[src/inc/bcss_pkg.sv]
// Shared constants and types for the board clock select and strap block
package bcss_pkg;

    // Core clock and reference rates, in kHz
    localparam int unsigned CORE_CLK_KHZ    = 200000;
    localparam int unsigned REF_CLK_KHZ     = 14318;

    // Strap sampling window, counted in reference clock rising edges
    localparam int unsigned STRAP_WINDOW_US = 2000;
    localparam int unsigned STRAP_REF_EDGES = (STRAP_WINDOW_US * REF_CLK_KHZ) / 1000;
    localparam int unsigned STRAP_CNT_W     = 16;

    // Host and PCI target rates, in kHz
    localparam int unsigned HOST_FAST_KHZ   = 100000;
    localparam int unsigned HOST_SLOW_KHZ   = 66800;
    localparam int unsigned PCI_FAST_KHZ    = 33300;

    // Core cycles per output period, rounded to the nearest whole cycle
    localparam logic [2:0]  HOST_DIV_FAST   = 3'((CORE_CLK_KHZ + HOST_FAST_KHZ / 2) / HOST_FAST_KHZ);
    localparam logic [2:0]  HOST_DIV_SLOW   = 3'((CORE_CLK_KHZ + HOST_SLOW_KHZ / 2) / HOST_SLOW_KHZ);
    localparam logic [2:0]  PCI_DIV         = 3'((CORE_CLK_KHZ + PCI_FAST_KHZ / 2) / PCI_FAST_KHZ);

    // Phase accumulator for the 48 MHz USB clock
    localparam int unsigned NCO_W           = 32;
    localparam int unsigned USB_CLK_KHZ     = 48000;
    localparam logic [31:0] USB_NCO_INC     =
        32'((64'(USB_CLK_KHZ) << 32) / 64'(CORE_CLK_KHZ));

    // Values after reset
    localparam logic        STRAP_RESET     = 1'b0;
    localparam logic [2:0]  DIV_CNT_RESET   = 3'h0;

    // Strap sequencer states
    typedef enum logic [0:0] {
        BCSS_ST_SAMPLE = 1'b0,
        BCSS_ST_RUN    = 1'b1
    } bcss_state_t;

    // All clock outputs that leave the block together
    typedef struct packed {
        logic [1:0] host_clock_outs;
        logic [5:0] gated_pci_clock_outs;
        logic       free_pci_clock_out;
        logic       interrupt_ctrl_clock_out;
        logic       usb_clock_out;
        logic       switchable_aux_clock_out;
    } bcss_clk_bundle_t;

endpackage : bcss_pkg

[src/verilog/bcss_top.sv]
// Board clock select, power-up strap latch and clock output logic
`timescale 1ns/1ps
`default_nettype none

module bcss_top #(
    parameter int unsigned STRAP_REF_EDGES = bcss_pkg::STRAP_REF_EDGES
) (
    // Clock and power-on reset
    input  wire logic                       core_clk_i,
    input  wire logic                       rst_n_i,
    // Reference and static selects
    input  wire logic                       reference_input_i,
    input  wire logic                       host_rate_select_i,
    input  wire logic [5:0]                 pci_gate_enable_i,
    // Dual-purpose strap / reference pin
    input  wire logic                       strap_or_reference_pin_i,
    output logic                            strap_or_reference_pin_o,
    output logic                            strap_or_reference_pin_oe_n_o,
    // Clock outputs and strap status
    output bcss_pkg::bcss_clk_bundle_t      clocks_o,
    output logic                            aux_rate_strap_o,
    output logic                            strap_latched_o
);

    // Refuse window lengths the counter cannot hold
    if (STRAP_REF_EDGES < 1 || STRAP_REF_EDGES >= (1 << bcss_pkg::STRAP_CNT_W)) begin : g_chk
        $error("bcss_top: STRAP_REF_EDGES out of range");
    end

    // Dividers of zero would break the modulo; one counter needs whole host periods
    if (bcss_pkg::HOST_DIV_FAST == 3'h0 || bcss_pkg::HOST_DIV_SLOW == 3'h0 ||
        bcss_pkg::PCI_DIV < 3'h2) begin : g_chk_div
        $error("bcss_top: divider constants out of range");
    end
    if ((bcss_pkg::PCI_DIV % bcss_pkg::HOST_DIV_FAST) != 3'h0 ||
        (bcss_pkg::PCI_DIV % bcss_pkg::HOST_DIV_SLOW) != 3'h0) begin : g_chk_sync
        $error("bcss_top: PCI period not a whole number of host periods");
    end

    localparam logic [bcss_pkg::STRAP_CNT_W-1:0] STRAP_TERM =
        bcss_pkg::STRAP_CNT_W'(STRAP_REF_EDGES - 1);

    // Host phase is high on the first core cycle of each host period
    function automatic logic host_phase_high(input logic [2:0] cnt, input logic fast);
        logic [2:0] div;
        div = fast ? bcss_pkg::HOST_DIV_FAST : bcss_pkg::HOST_DIV_SLOW;
        return (cnt % div) == 3'h0;
    endfunction : host_phase_high

    // ------------------------------------------------------------------
    // Strap sequencer state
    // ------------------------------------------------------------------
    bcss_pkg::bcss_state_t                  state_q;
    bcss_pkg::bcss_state_t                  state_d;
    logic [bcss_pkg::STRAP_CNT_W-1:0]       win_cnt_q;
    logic [bcss_pkg::STRAP_CNT_W-1:0]       win_cnt_d;
    logic                                   strap_q;
    logic                                   strap_d;
    logic                                   ref_prev_q;
    logic                                   ref_edge;

    // Window runs on reference rising edges so it tracks the crystal
    // A reference already high at release counts once; negligible in a long window
    always_comb begin
        state_d   = state_q;
        win_cnt_d = win_cnt_q;
        strap_d   = strap_q;
        ref_edge  = reference_input_i & ~ref_prev_q;
        unique case (state_q)
            bcss_pkg::BCSS_ST_SAMPLE: begin
                if (ref_edge) begin
                    if (win_cnt_q == STRAP_TERM) begin
                        strap_d = strap_or_reference_pin_i;
                        state_d = bcss_pkg::BCSS_ST_RUN;
                    end else begin
                        win_cnt_d = win_cnt_q + 1'b1;
                    end
                end
            end
            bcss_pkg::BCSS_ST_RUN: begin
                // No way back: only power-on reset restarts sampling
                state_d = bcss_pkg::BCSS_ST_RUN;
            end
        endcase
    end

    // Register strap sequencer; reset stands for power-on
    always_ff @(posedge core_clk_i or negedge rst_n_i) begin
        if (!rst_n_i) begin
            state_q    <= bcss_pkg::BCSS_ST_SAMPLE;
            win_cnt_q  <= '0;
            strap_q    <= bcss_pkg::STRAP_RESET;
            ref_prev_q <= 1'b0;
        end else begin
            state_q    <= state_d;
            win_cnt_q  <= win_cnt_d;
            strap_q    <= strap_d;
            ref_prev_q <= reference_input_i;
        end
    end

    // ------------------------------------------------------------------
    // Host / PCI divider: one counter keeps both families in phase
    // ------------------------------------------------------------------
    logic [2:0]                             div_cnt_q;
    logic [2:0]                             div_cnt_d;
    logic                                   host_lvl;
    logic                                   pci_lvl;

    // PCI period is six core cycles at either select setting
    always_comb begin
        if (div_cnt_q == bcss_pkg::PCI_DIV - 3'h1) begin
            div_cnt_d = bcss_pkg::DIV_CNT_RESET;
        end else begin
            div_cnt_d = div_cnt_q + 3'h1;
        end
        host_lvl = host_phase_high(div_cnt_q, host_rate_select_i);
        pci_lvl  = div_cnt_q < (bcss_pkg::PCI_DIV >> 1);
    end

    // Register divider count
    always_ff @(posedge core_clk_i or negedge rst_n_i) begin
        if (!rst_n_i) begin
            div_cnt_q <= bcss_pkg::DIV_CNT_RESET;
        end else begin
            div_cnt_q <= div_cnt_d;
        end
    end

    // ------------------------------------------------------------------
    // 48 MHz accumulator and its 24 MHz half-rate copy
    // ------------------------------------------------------------------
    logic [bcss_pkg::NCO_W-1:0]             nco_q;
    logic [bcss_pkg::NCO_W-1:0]             nco_d;
    logic                                   usb_prev_q;
    logic                                   half_q;
    logic                                   half_d;
    logic                                   usb_lvl;

    // Phase accumulator MSB gives 48 MHz with at most one core cycle jitter
    always_comb begin
        nco_d   = nco_q + bcss_pkg::USB_NCO_INC;
        usb_lvl = nco_q[bcss_pkg::NCO_W-1];
        half_d  = (usb_lvl & ~usb_prev_q) ? ~half_q : half_q;
    end

    // Register accumulator and halver
    always_ff @(posedge core_clk_i or negedge rst_n_i) begin
        if (!rst_n_i) begin
            nco_q      <= '0;
            usb_prev_q <= 1'b0;
            half_q     <= 1'b0;
        end else begin
            nco_q      <= nco_d;
            usb_prev_q <= usb_lvl;
            half_q     <= half_d;
        end
    end

    // ------------------------------------------------------------------
    // Output stage: everything leaves from flip-flops
    // ------------------------------------------------------------------
    bcss_pkg::bcss_clk_bundle_t             clk_d;
    bcss_pkg::bcss_clk_bundle_t             clk_q;
    logic                                   pin_o_d;
    logic                                   pin_o_q;
    logic                                   pin_oe_n_d;
    logic                                   pin_oe_n_q;
    logic                                   running;

    // Compose clock bundle and pin driver
    always_comb begin
        running                        = (state_q == bcss_pkg::BCSS_ST_RUN);
        clk_d.host_clock_outs          = {2{host_lvl}};
        clk_d.gated_pci_clock_outs     = {6{pci_lvl}} & pci_gate_enable_i;
        clk_d.free_pci_clock_out       = pci_lvl;
        clk_d.interrupt_ctrl_clock_out = reference_input_i;
        clk_d.usb_clock_out            = usb_lvl;
        // Strap low picks 48 MHz, high picks the halved copy
        clk_d.switchable_aux_clock_out = strap_q ? half_q : usb_lvl;
        // Driver stays off during the window so the strap resistor wins
        pin_oe_n_d = ~running;
        pin_o_d    = running & reference_input_i;
    end

    // Register outputs
    always_ff @(posedge core_clk_i or negedge rst_n_i) begin
        if (!rst_n_i) begin
            clk_q      <= '0;
            pin_o_q    <= 1'b0;
            pin_oe_n_q <= 1'b1;
        end else begin
            clk_q      <= clk_d;
            pin_o_q    <= pin_o_d;
            pin_oe_n_q <= pin_oe_n_d;
        end
    end

    // Drive ports
    assign clocks_o                      = clk_q;
    assign strap_or_reference_pin_o      = pin_o_q;
    assign strap_or_reference_pin_oe_n_o = pin_oe_n_q;
    assign aux_rate_strap_o              = strap_q;
    assign strap_latched_o               = (state_q == bcss_pkg::BCSS_ST_RUN);

endmodule : bcss_top

`default_nettype wire

[config.mk]
export PLATFORM = sky130hd
export DESIGN_NAME = bcss_top
export DESIGN_NICKNAME = d
export VERILOG_FILES = /design/src/inc/bcss_pkg.sv /design/src/verilog/bcss_top.sv
export SDC_FILE = /design/constraint.sdc
export NUM_CORES = 1
export LEC_CHECK = 0
export ABC_AREA = 1
export ABC_CLOCK_PERIOD_IN_PS = 2000
export CAP_MARGIN = 5
export CORE_ASPECT_RATIO = 2
export CORE_UTILIZATION = 25
export CTS_CLUSTER_DIAMETER = 50
export DETAILED_ROUTE_END_ITERATION = 16
export DONT_BUFFER_PORTS = 1
export MAX_ROUTING_LAYER = met4
export PLACE_DENSITY_LB_ADDON = 0.08
export SYNTH_ARGS = -nofsm -noshare
export SYNTH_HDL_FRONTEND = slang
export SYNTH_SLANG_ARGS = --single-unit
[constraint.sdc]
create_clock -name core_clk_i -period 2 [get_ports core_clk_i]
set_clock_uncertainty 0.05 [all_clocks]
set_input_delay 0.3 -clock core_clk_i [delete_from_list [all_inputs] [get_ports core_clk_i]]
set_output_delay 0.3 -clock core_clk_i [all_outputs]
set_load 0.02 [all_outputs]
==> key figures, run 1 <==
Outcome
  • Status: completed

Detailed routing
  • DR vias: 3,384
  • Post-Route M1 WL: 3800 um
  • DR iter-0 viols: 115
  • Top sig layer: met4
  • Via density: 4.39
  • Metal3 WL: 259 um
  • Met2 WL: 6200 um
  • Total Wirelength: 10,900 um
  • Drc violations: 0
  • Routed WL per cell: 14.1 um
  • DR pass1 iterations: 4
  • Antenna Nets Post-Route: 0

Floorplan
  • Standard-cell rows: 64
  • Initial Util: 0.258
  • Core Area: 0.0154 mm^2
  • DIE WIDTH: 91.1 um
  • Die area: 0.0164 mm^2
  • Number of placed I/O pins: 27
  • DIE HEIGHT: 180 um

Critical path
  • Worst setup EP type: flip-flop
  • Crit path max-delay cell type: dfrtp_1
  • Crit path DAT: 1.98 ns
  • Crit-path max FO: 4
  • FF-to-FF setup slack: 0.20 ns
  • Sequence of cells on the critical path: inv_2 > ha_1 > inv_1 > ha_2 > inv_2 > nand2_2 > nand2_2 > nand2_2 > inv_1 > ha_2 > nor2_1 > nand2_1 > nand2_1 > nand2_1 > inv_1
  • Worst path max stage delay: 0.36 ns
  • Critical path required time: 2.18 ns
  • Crit Path Class: flip-flop to flip-flop
  • CP Launch Type: flip-flop

Clocking
  • CTS Sinks: 67
  • Root buffer cell: clkbuf_16
  • Clk_lat worst skew: 0.34 ns
  • Post CTS Setup Buffer Count: 0
  • CTS tree: built
  • Clock-pin transition on the worst setup and hold timing paths: 0.06 ns
  • Clock Tree Buf Depth: 2
  • Cts bufs inserted: 9
  • Htree depth: 3

Pwr
  • Comb power frac: 0.031
  • Cell internal pwr: 2630 uW
  • Cell Pwr Density: 729 mW/mm^2
  • Switch Pwr: 721 uW
  • Peak supply drop: 0.375 mV
  • Leakage: 0.00254 uW
  • Clk network pwr share: 0.551
  • Power, Total: 3350 uW
  • Switching share of power: 0.215
  • Sequential power share: 0.418

Timing
  • Slew headroom: 0.753
  • Measured slew at the worst slew-check pin: 0.371 ns
  • Achievable Freq: 0.557 GHz
  • Unrepaired setup endpoints after global routing: no
  • Final hold vios: 0
  • Final Critical Period: 1.80 ns
  • Final worst-path cycle share: 0.898
  • # setup viols final: 0
  • Final-report max-slew violation count: 0
  • Post-route setup TNS: 0 ns

Logic synthesis
  • Syn Inst Count: 557
  • EDFF count, synth: 0
  • Async SR Flop Fraction: 1.00
  • Post-synthesis sequential area ratio: 0.423
  • Post-Syn Nets: 574
  • Yosys warning count: 0
  • Post-synthesis register bit count: 67
  • Synthesized area per cell: 7.12 um^2
  • Unique cell type count in the Yosys netlist: 28
  • Top_reg_cell synth: dfrtp_1
  • Post-Syn Area: 0.00397 mm^2

Final layout
  • Finished Core Util: 0.299
  • Layout area overhead: 16.0%
  • Final net count: 585
  • Finished Cell Area: 0.00460 mm^2
  • Share of cells above drive strength 1: 0.103
  • Diode count: 0
  • Finished Layout Cells: 771
  • Reg area: 0.00168 mm^2
  • Multi-input gate area: 0.00191 mm^2
  • Fillers: 1,672

Placed design
  • Port bufs: 0
  • Placed insts: 751
  • DP Area: 0.00419 mm^2
  • GP Congestion: 0.812
  • Final HPWL DP: 8430 um

Global routing
  • Gr usage total: 0.148
  • Largest net degree at the start of global routing: 68
  • Vias in the first global route: 3,516
  • First-pass GRT wire length: 17,600 um
  • GRT Residual Overflow: 0
  • Initial antenna violation count: 0

Job
  • Max-cap violations: 0

Worst hold path
  • Worst Hold Class: primary input to flip-flop
## layout by cell type, fill, tap and decap left out
cell type,n
a21oi_1,9
and2_1,1
buf_12,1
buf_16,1
buf_4,1
bufinv_16,3
clkbuf_1,3
clkbuf_16,9
clkinv_2,1
clkinv_4,1
dfrtp_1,66
dfstp_2,1
dlygate4sd3_1,3
ha_1,4
ha_2,2
inv_1,82
inv_2,9
nand2_1,169
nand2_2,13
nand3_1,50
nand3_2,2
nand3b_1,1
nand4_1,3
nor2_1,73
nor2_2,3
nor2_4,2
nor3_1,7
nor3_4,1
o211ai_1,2
o21ai_0,9
o21ai_1,5
o21ai_2,9
xnor2_1,7
xor2_1,20
## metal layers
layer / vias to the layer above / track usage
li1: 1725 / -
met1: 1570 / 0.130
met2: 54 / 0.279
met3: 35 / 0.0295
met4: 0 / 0.0952
met5: - / -
## power by group through the flow
stage,sequential (uW),clock (uW),combinational (uW)
detailed placement,1430,0,63.2
global placement,1430,0,61.8
global route,1410,1960,118
CTS,1400,1910,105
floorplan,1420,0,55.9
finish,1400,1850,102
## worst max-delay path, delay by kind of cell (launching register included)
| family | cells | cell delay [ns] |
|---|---|---|
| adder cells (fa/ha/maj) | 3 | 0.67 |
| flip-flops | 1 | 0.36 |
| AND/OR/NAND/NOR | 7 | 0.38 |
| buffers and inverters | 5 | 0.24 |
## logic make-up after synthesis
logic type               count (synthesis)  synth area share
adder cells (fa/ha/maj)                  6            0.0189
buffers and inverters                   98             0.100
AND/OR/NAND/NOR                        325             0.346
AO/OA/AOI/OAI                           34            0.0527
flip-flops                              67             0.423
XOR/XNOR                                27            0.0596
## metrics by stage
step           worst slack, ns  hold WS, ns
6_report                 0.203       0.0125
5_1_grt                 0.0128     0.000542
4_1_cts                  0.108      0.00199
3_5_place_dp             0.137      -0.0408
3_3_place_gp             0.153      -0.0413
2_1_floorplan            0.276      -0.0456
## cell usage after synthesis, types with 2 or more instances
cell	n	area share
a21oi_1	9	0.011
buf_4	3	0.0057
buf_6	2	0.0057
dfrtp_1	66	0.42
ha_1	6	0.019
inv_1	84	0.079
inv_2	7	0.0066
nand2_1	172	0.16
nand2_2	10	0.016
nand3_1	51	0.064
nand4_1	3	0.0047
nor2_1	73	0.069
nor2_2	3	0.0047
nor2_4	2	0.0057
nor3_1	7	0.0088
o211ai_1	2	0.0038
o21ai_0	9	0.011
o21ai_1	5	0.0063
o21ai_2	9	0.020
xnor2_1	7	0.015
xor2_1	20	0.044
## sequential cells by signal (all words and copies together), names as in the netlist
signal	count
nco_q	32
win_cnt_q	16
clocks_o	11
div_cnt_q	3
aux_rate_strap_o	1
half_q	1
strap_latched_o	1
strap_or_reference_pin_o	1
strap_or_reference_pin_oe_n_o	1
## path summary, 6_finish.rpt
kind                                      start                       endpoint  depth (start not counted)
max                                div_cnt_q[1]                   clocks_o[10]                         15
min                        pci_gate_enable_i[2]                    clocks_o[6]                          2
max reg2reg                        div_cnt_q[1]                   clocks_o[10]                         15
min reg2reg                           nco_q[31]                    clocks_o[1]                          0
max in group asynchronous               rst_n_i  strap_or_reference_pin_oe_n_o                          2
min in group asynchronous               rst_n_i                       nco_q[7]                          2
## cell type report
type                       count  area share
clock inverter                 4      0.0215
multi-input combinational    392       0.415
tap                          198      0.0538
sequential                    67       0.365
inverter                      92      0.0753
timing repair buffer           6      0.0185
clock buffer                  12      0.0514
## timing repair
action | 4_1_cts | 5_1_grt
setup endpoints to repair | 0 | 1
hold buffers | 3 | 1
endpoints found under the hold margin | 68 | 1
resized for setup | 0 | 8
No activity file was read; power rests on OpenSTA's default activity.
==> run 2, diff against run 1 <==
Settings changed: CORE_ASPECT_RATIO 2 to 1.75, CORE_UTILIZATION 25 to 42, TNS_END_PERCENT set to 30.
==> key figures, run 2 (synthesis gave the netlist of run 1 again) <==
Critical path
  • Crit path DAT: 2.00 ns
  • Setup crit end: clocks_o[10]
  • Reg2reg path depth: 15
  • FF-to-FF setup slack: 0.18 ns
  • Crit-path max FO: 4
  • Critical path required time: 2.18 ns
  • Worst setup EP type: flip-flop
  • Crit Path Class: flip-flop to flip-flop
  • CP Launch Point: div_cnt_q[1]
  • CP Launch Type: flip-flop
  • Reg-to-Reg Start: div_cnt_q[1]
  • Worst R2R End: clocks_o[10]

Final layout
  • Finished Layout Cells: 692
  • Finished Core Util: 0.496
  • Diode count: 0
  • Max FFs per register: 32
  • Layout area overhead: 13.6%
  • Most common cell after layout, fill and taps aside: nand2_1
  • Share of cells above drive strength 1: 0.101
  • Most frequent cells in the layout: nand2_1, inv_1, nor2_1, dfrtp_1, nand3_1
  • Top reg by flops: nco_q
  • Final net count: 584

Timing
  • Final-report max-slew violation count: 0
  • Achievable Freq: 0.548 GHz
  • Post-route setup TNS: 0 ns
  • Final worst-path cycle share: 0.912
  • Final hold vios: 0
  • Slew headroom: 0.749
  • # setup viols final: 0
  • Measured slew at the worst slew-check pin: 0.376 ns
  • Final Critical Period: 1.82 ns
  • Final WS setup: 0.176 ns

Detailed routing
  • Via density: 4.90
  • DR iter-0 viols: 193
  • Met2 WL: 5100 um
  • Routed WL per cell: 13.6 um
  • Metal3 WL: 261 um
  • Drc violations: 0
  • Post-Route M1 WL: 3380 um
  • Total Wirelength: 9450 um
  • DR vias: 3,389
  • Antenna Nets Post-Route: 0
  • Top sig layer: met4
  • DR pass1 iterations: 4

Global routing
  • Gr usage total: 0.227
  • Vias in the first global route: 3,438
  • First-pass GRT wire length: 15,800 um
  • Largest net degree at the start of global routing: 68
  • Initial antenna violation count: 0
  • GRT Residual Overflow: 0

Worst hold path
  • Worst Hold Path Cells: 2
  • Worst Hold Class: primary input to flip-flop

Floorplan
  • Die area: 0.00985 mm^2
  • Number of placed I/O pins: 27
  • DIE WIDTH: 75.5 um
  • Standard-cell rows: 46
  • Core Area: 0.00909 mm^2
  • Initial Util: 0.436
  • DIE HEIGHT: 131 um

Clocking
  • CTS tree: built
  • Clock-pin transition on the worst setup and hold timing paths: 0.06 ns
  • Htree depth: 3
  • Cts bufs inserted: 9
  • Clk_lat worst skew: 0.33 ns
  • Root buffer cell: clkbuf_16
  • CTS Sinks: 67
  • Clock Tree Buf Depth: 2

Outcome
  • Status: completed

Placed design
  • Placed insts: 672
  • Post-place setup slack: 0.102 ns
  • Port bufs: 0
  • GP Congestion: 0.947
  • Final HPWL DP: 7090 um

Pwr
  • Peak supply drop: 0.523 mV
  • Leakage: 0.00254 uW
  • Cell Pwr Density: 744 mW/mm^2
  • Power, Total: 3350 uW

Job
  • Max-cap violations: 0
[run 2: cell types whose count changed in the layout (fill, tap and decap cells not counted), sizes merged]
cell,previous run,this run
dlygate4sd3,3,2
inv,91,92
clkinv,2,4
clkbuf,12,9
[run 2: where the power goes]
group	switching, uW	total, uW	internal (uW)
logic	65.3	98.5	33.2
clock network	624	1850	1230
registers	27.0	1400	1380
[run 2: how the worst min path moves through the flow]
stage                         startpoint          endpoint  slack [ns]
floorplan                        rst_n_i  aux_rate_strap_o       -0.05
global placement                 rst_n_i         nco_q[19]       -0.04
detailed placement               rst_n_i         nco_q[19]       -0.04
CTS                 pci_gate_enable_i[5]       clocks_o[9]       0.009
global route        pci_gate_enable_i[1]       clocks_o[5]        0.01
finish              pci_gate_enable_i[5]       clocks_o[9]        0.02
[run 2: critical path: stages, from the launching register on]
cell and delay, ns:
dfrtp_1 0.39, inv_2 0.08, ha_2 0.17, inv_2 0.04, ha_4 0.15, inv_1 0.06, nand2_1 0.07, nand2_1 0.08
nand2_1 0.07, inv_1 0.06, ha_1 0.17, o211ai_1 0.10, nand2_1 0.08, nand2_1 0.05, nand2_1 0.06, inv_1 0.03
[run 2: area by class of cell]
cell class / count / area (um^2)
clock buffer: 9 / 225
clock inverter: 7 / 125
fill: 950 / 4590
inverter: 92 / 347
multi-input combinational: 392 / 1910
sequential: 67 / 1680
tap: 120 / 150
timing repair buffer: 5 / 75.1
[run 2: repair_timing]
action	in CTS	in global routing
gates resized for setup	0	5
endpoints found under the hold margin	68	0
setup endpoints to repair	0	1
buffers inserted	0	1
hold buffers	3	0
[run 2: metal layers]
| metal | up-vias | GRT usage |
|---|---|---|
| met1 | 1544 | 0.214 |
| met4 | 0 | 0.179 |
| met3 | 44 | 0.0506 |
| met5 | - | - |
| li1 | 1725 | - |
| met2 | 76 | 0.386 |
[run 2: stage by stage]
stage          area [um^2]  hold WS, ns
2_1_floorplan         3970      -0.0456
3_3_place_gp          4090      -0.0427
3_5_place_dp          4090      -0.0421
4_1_cts               4490      0.00870
5_1_grt               4510       0.0110
6_report              4510       0.0182
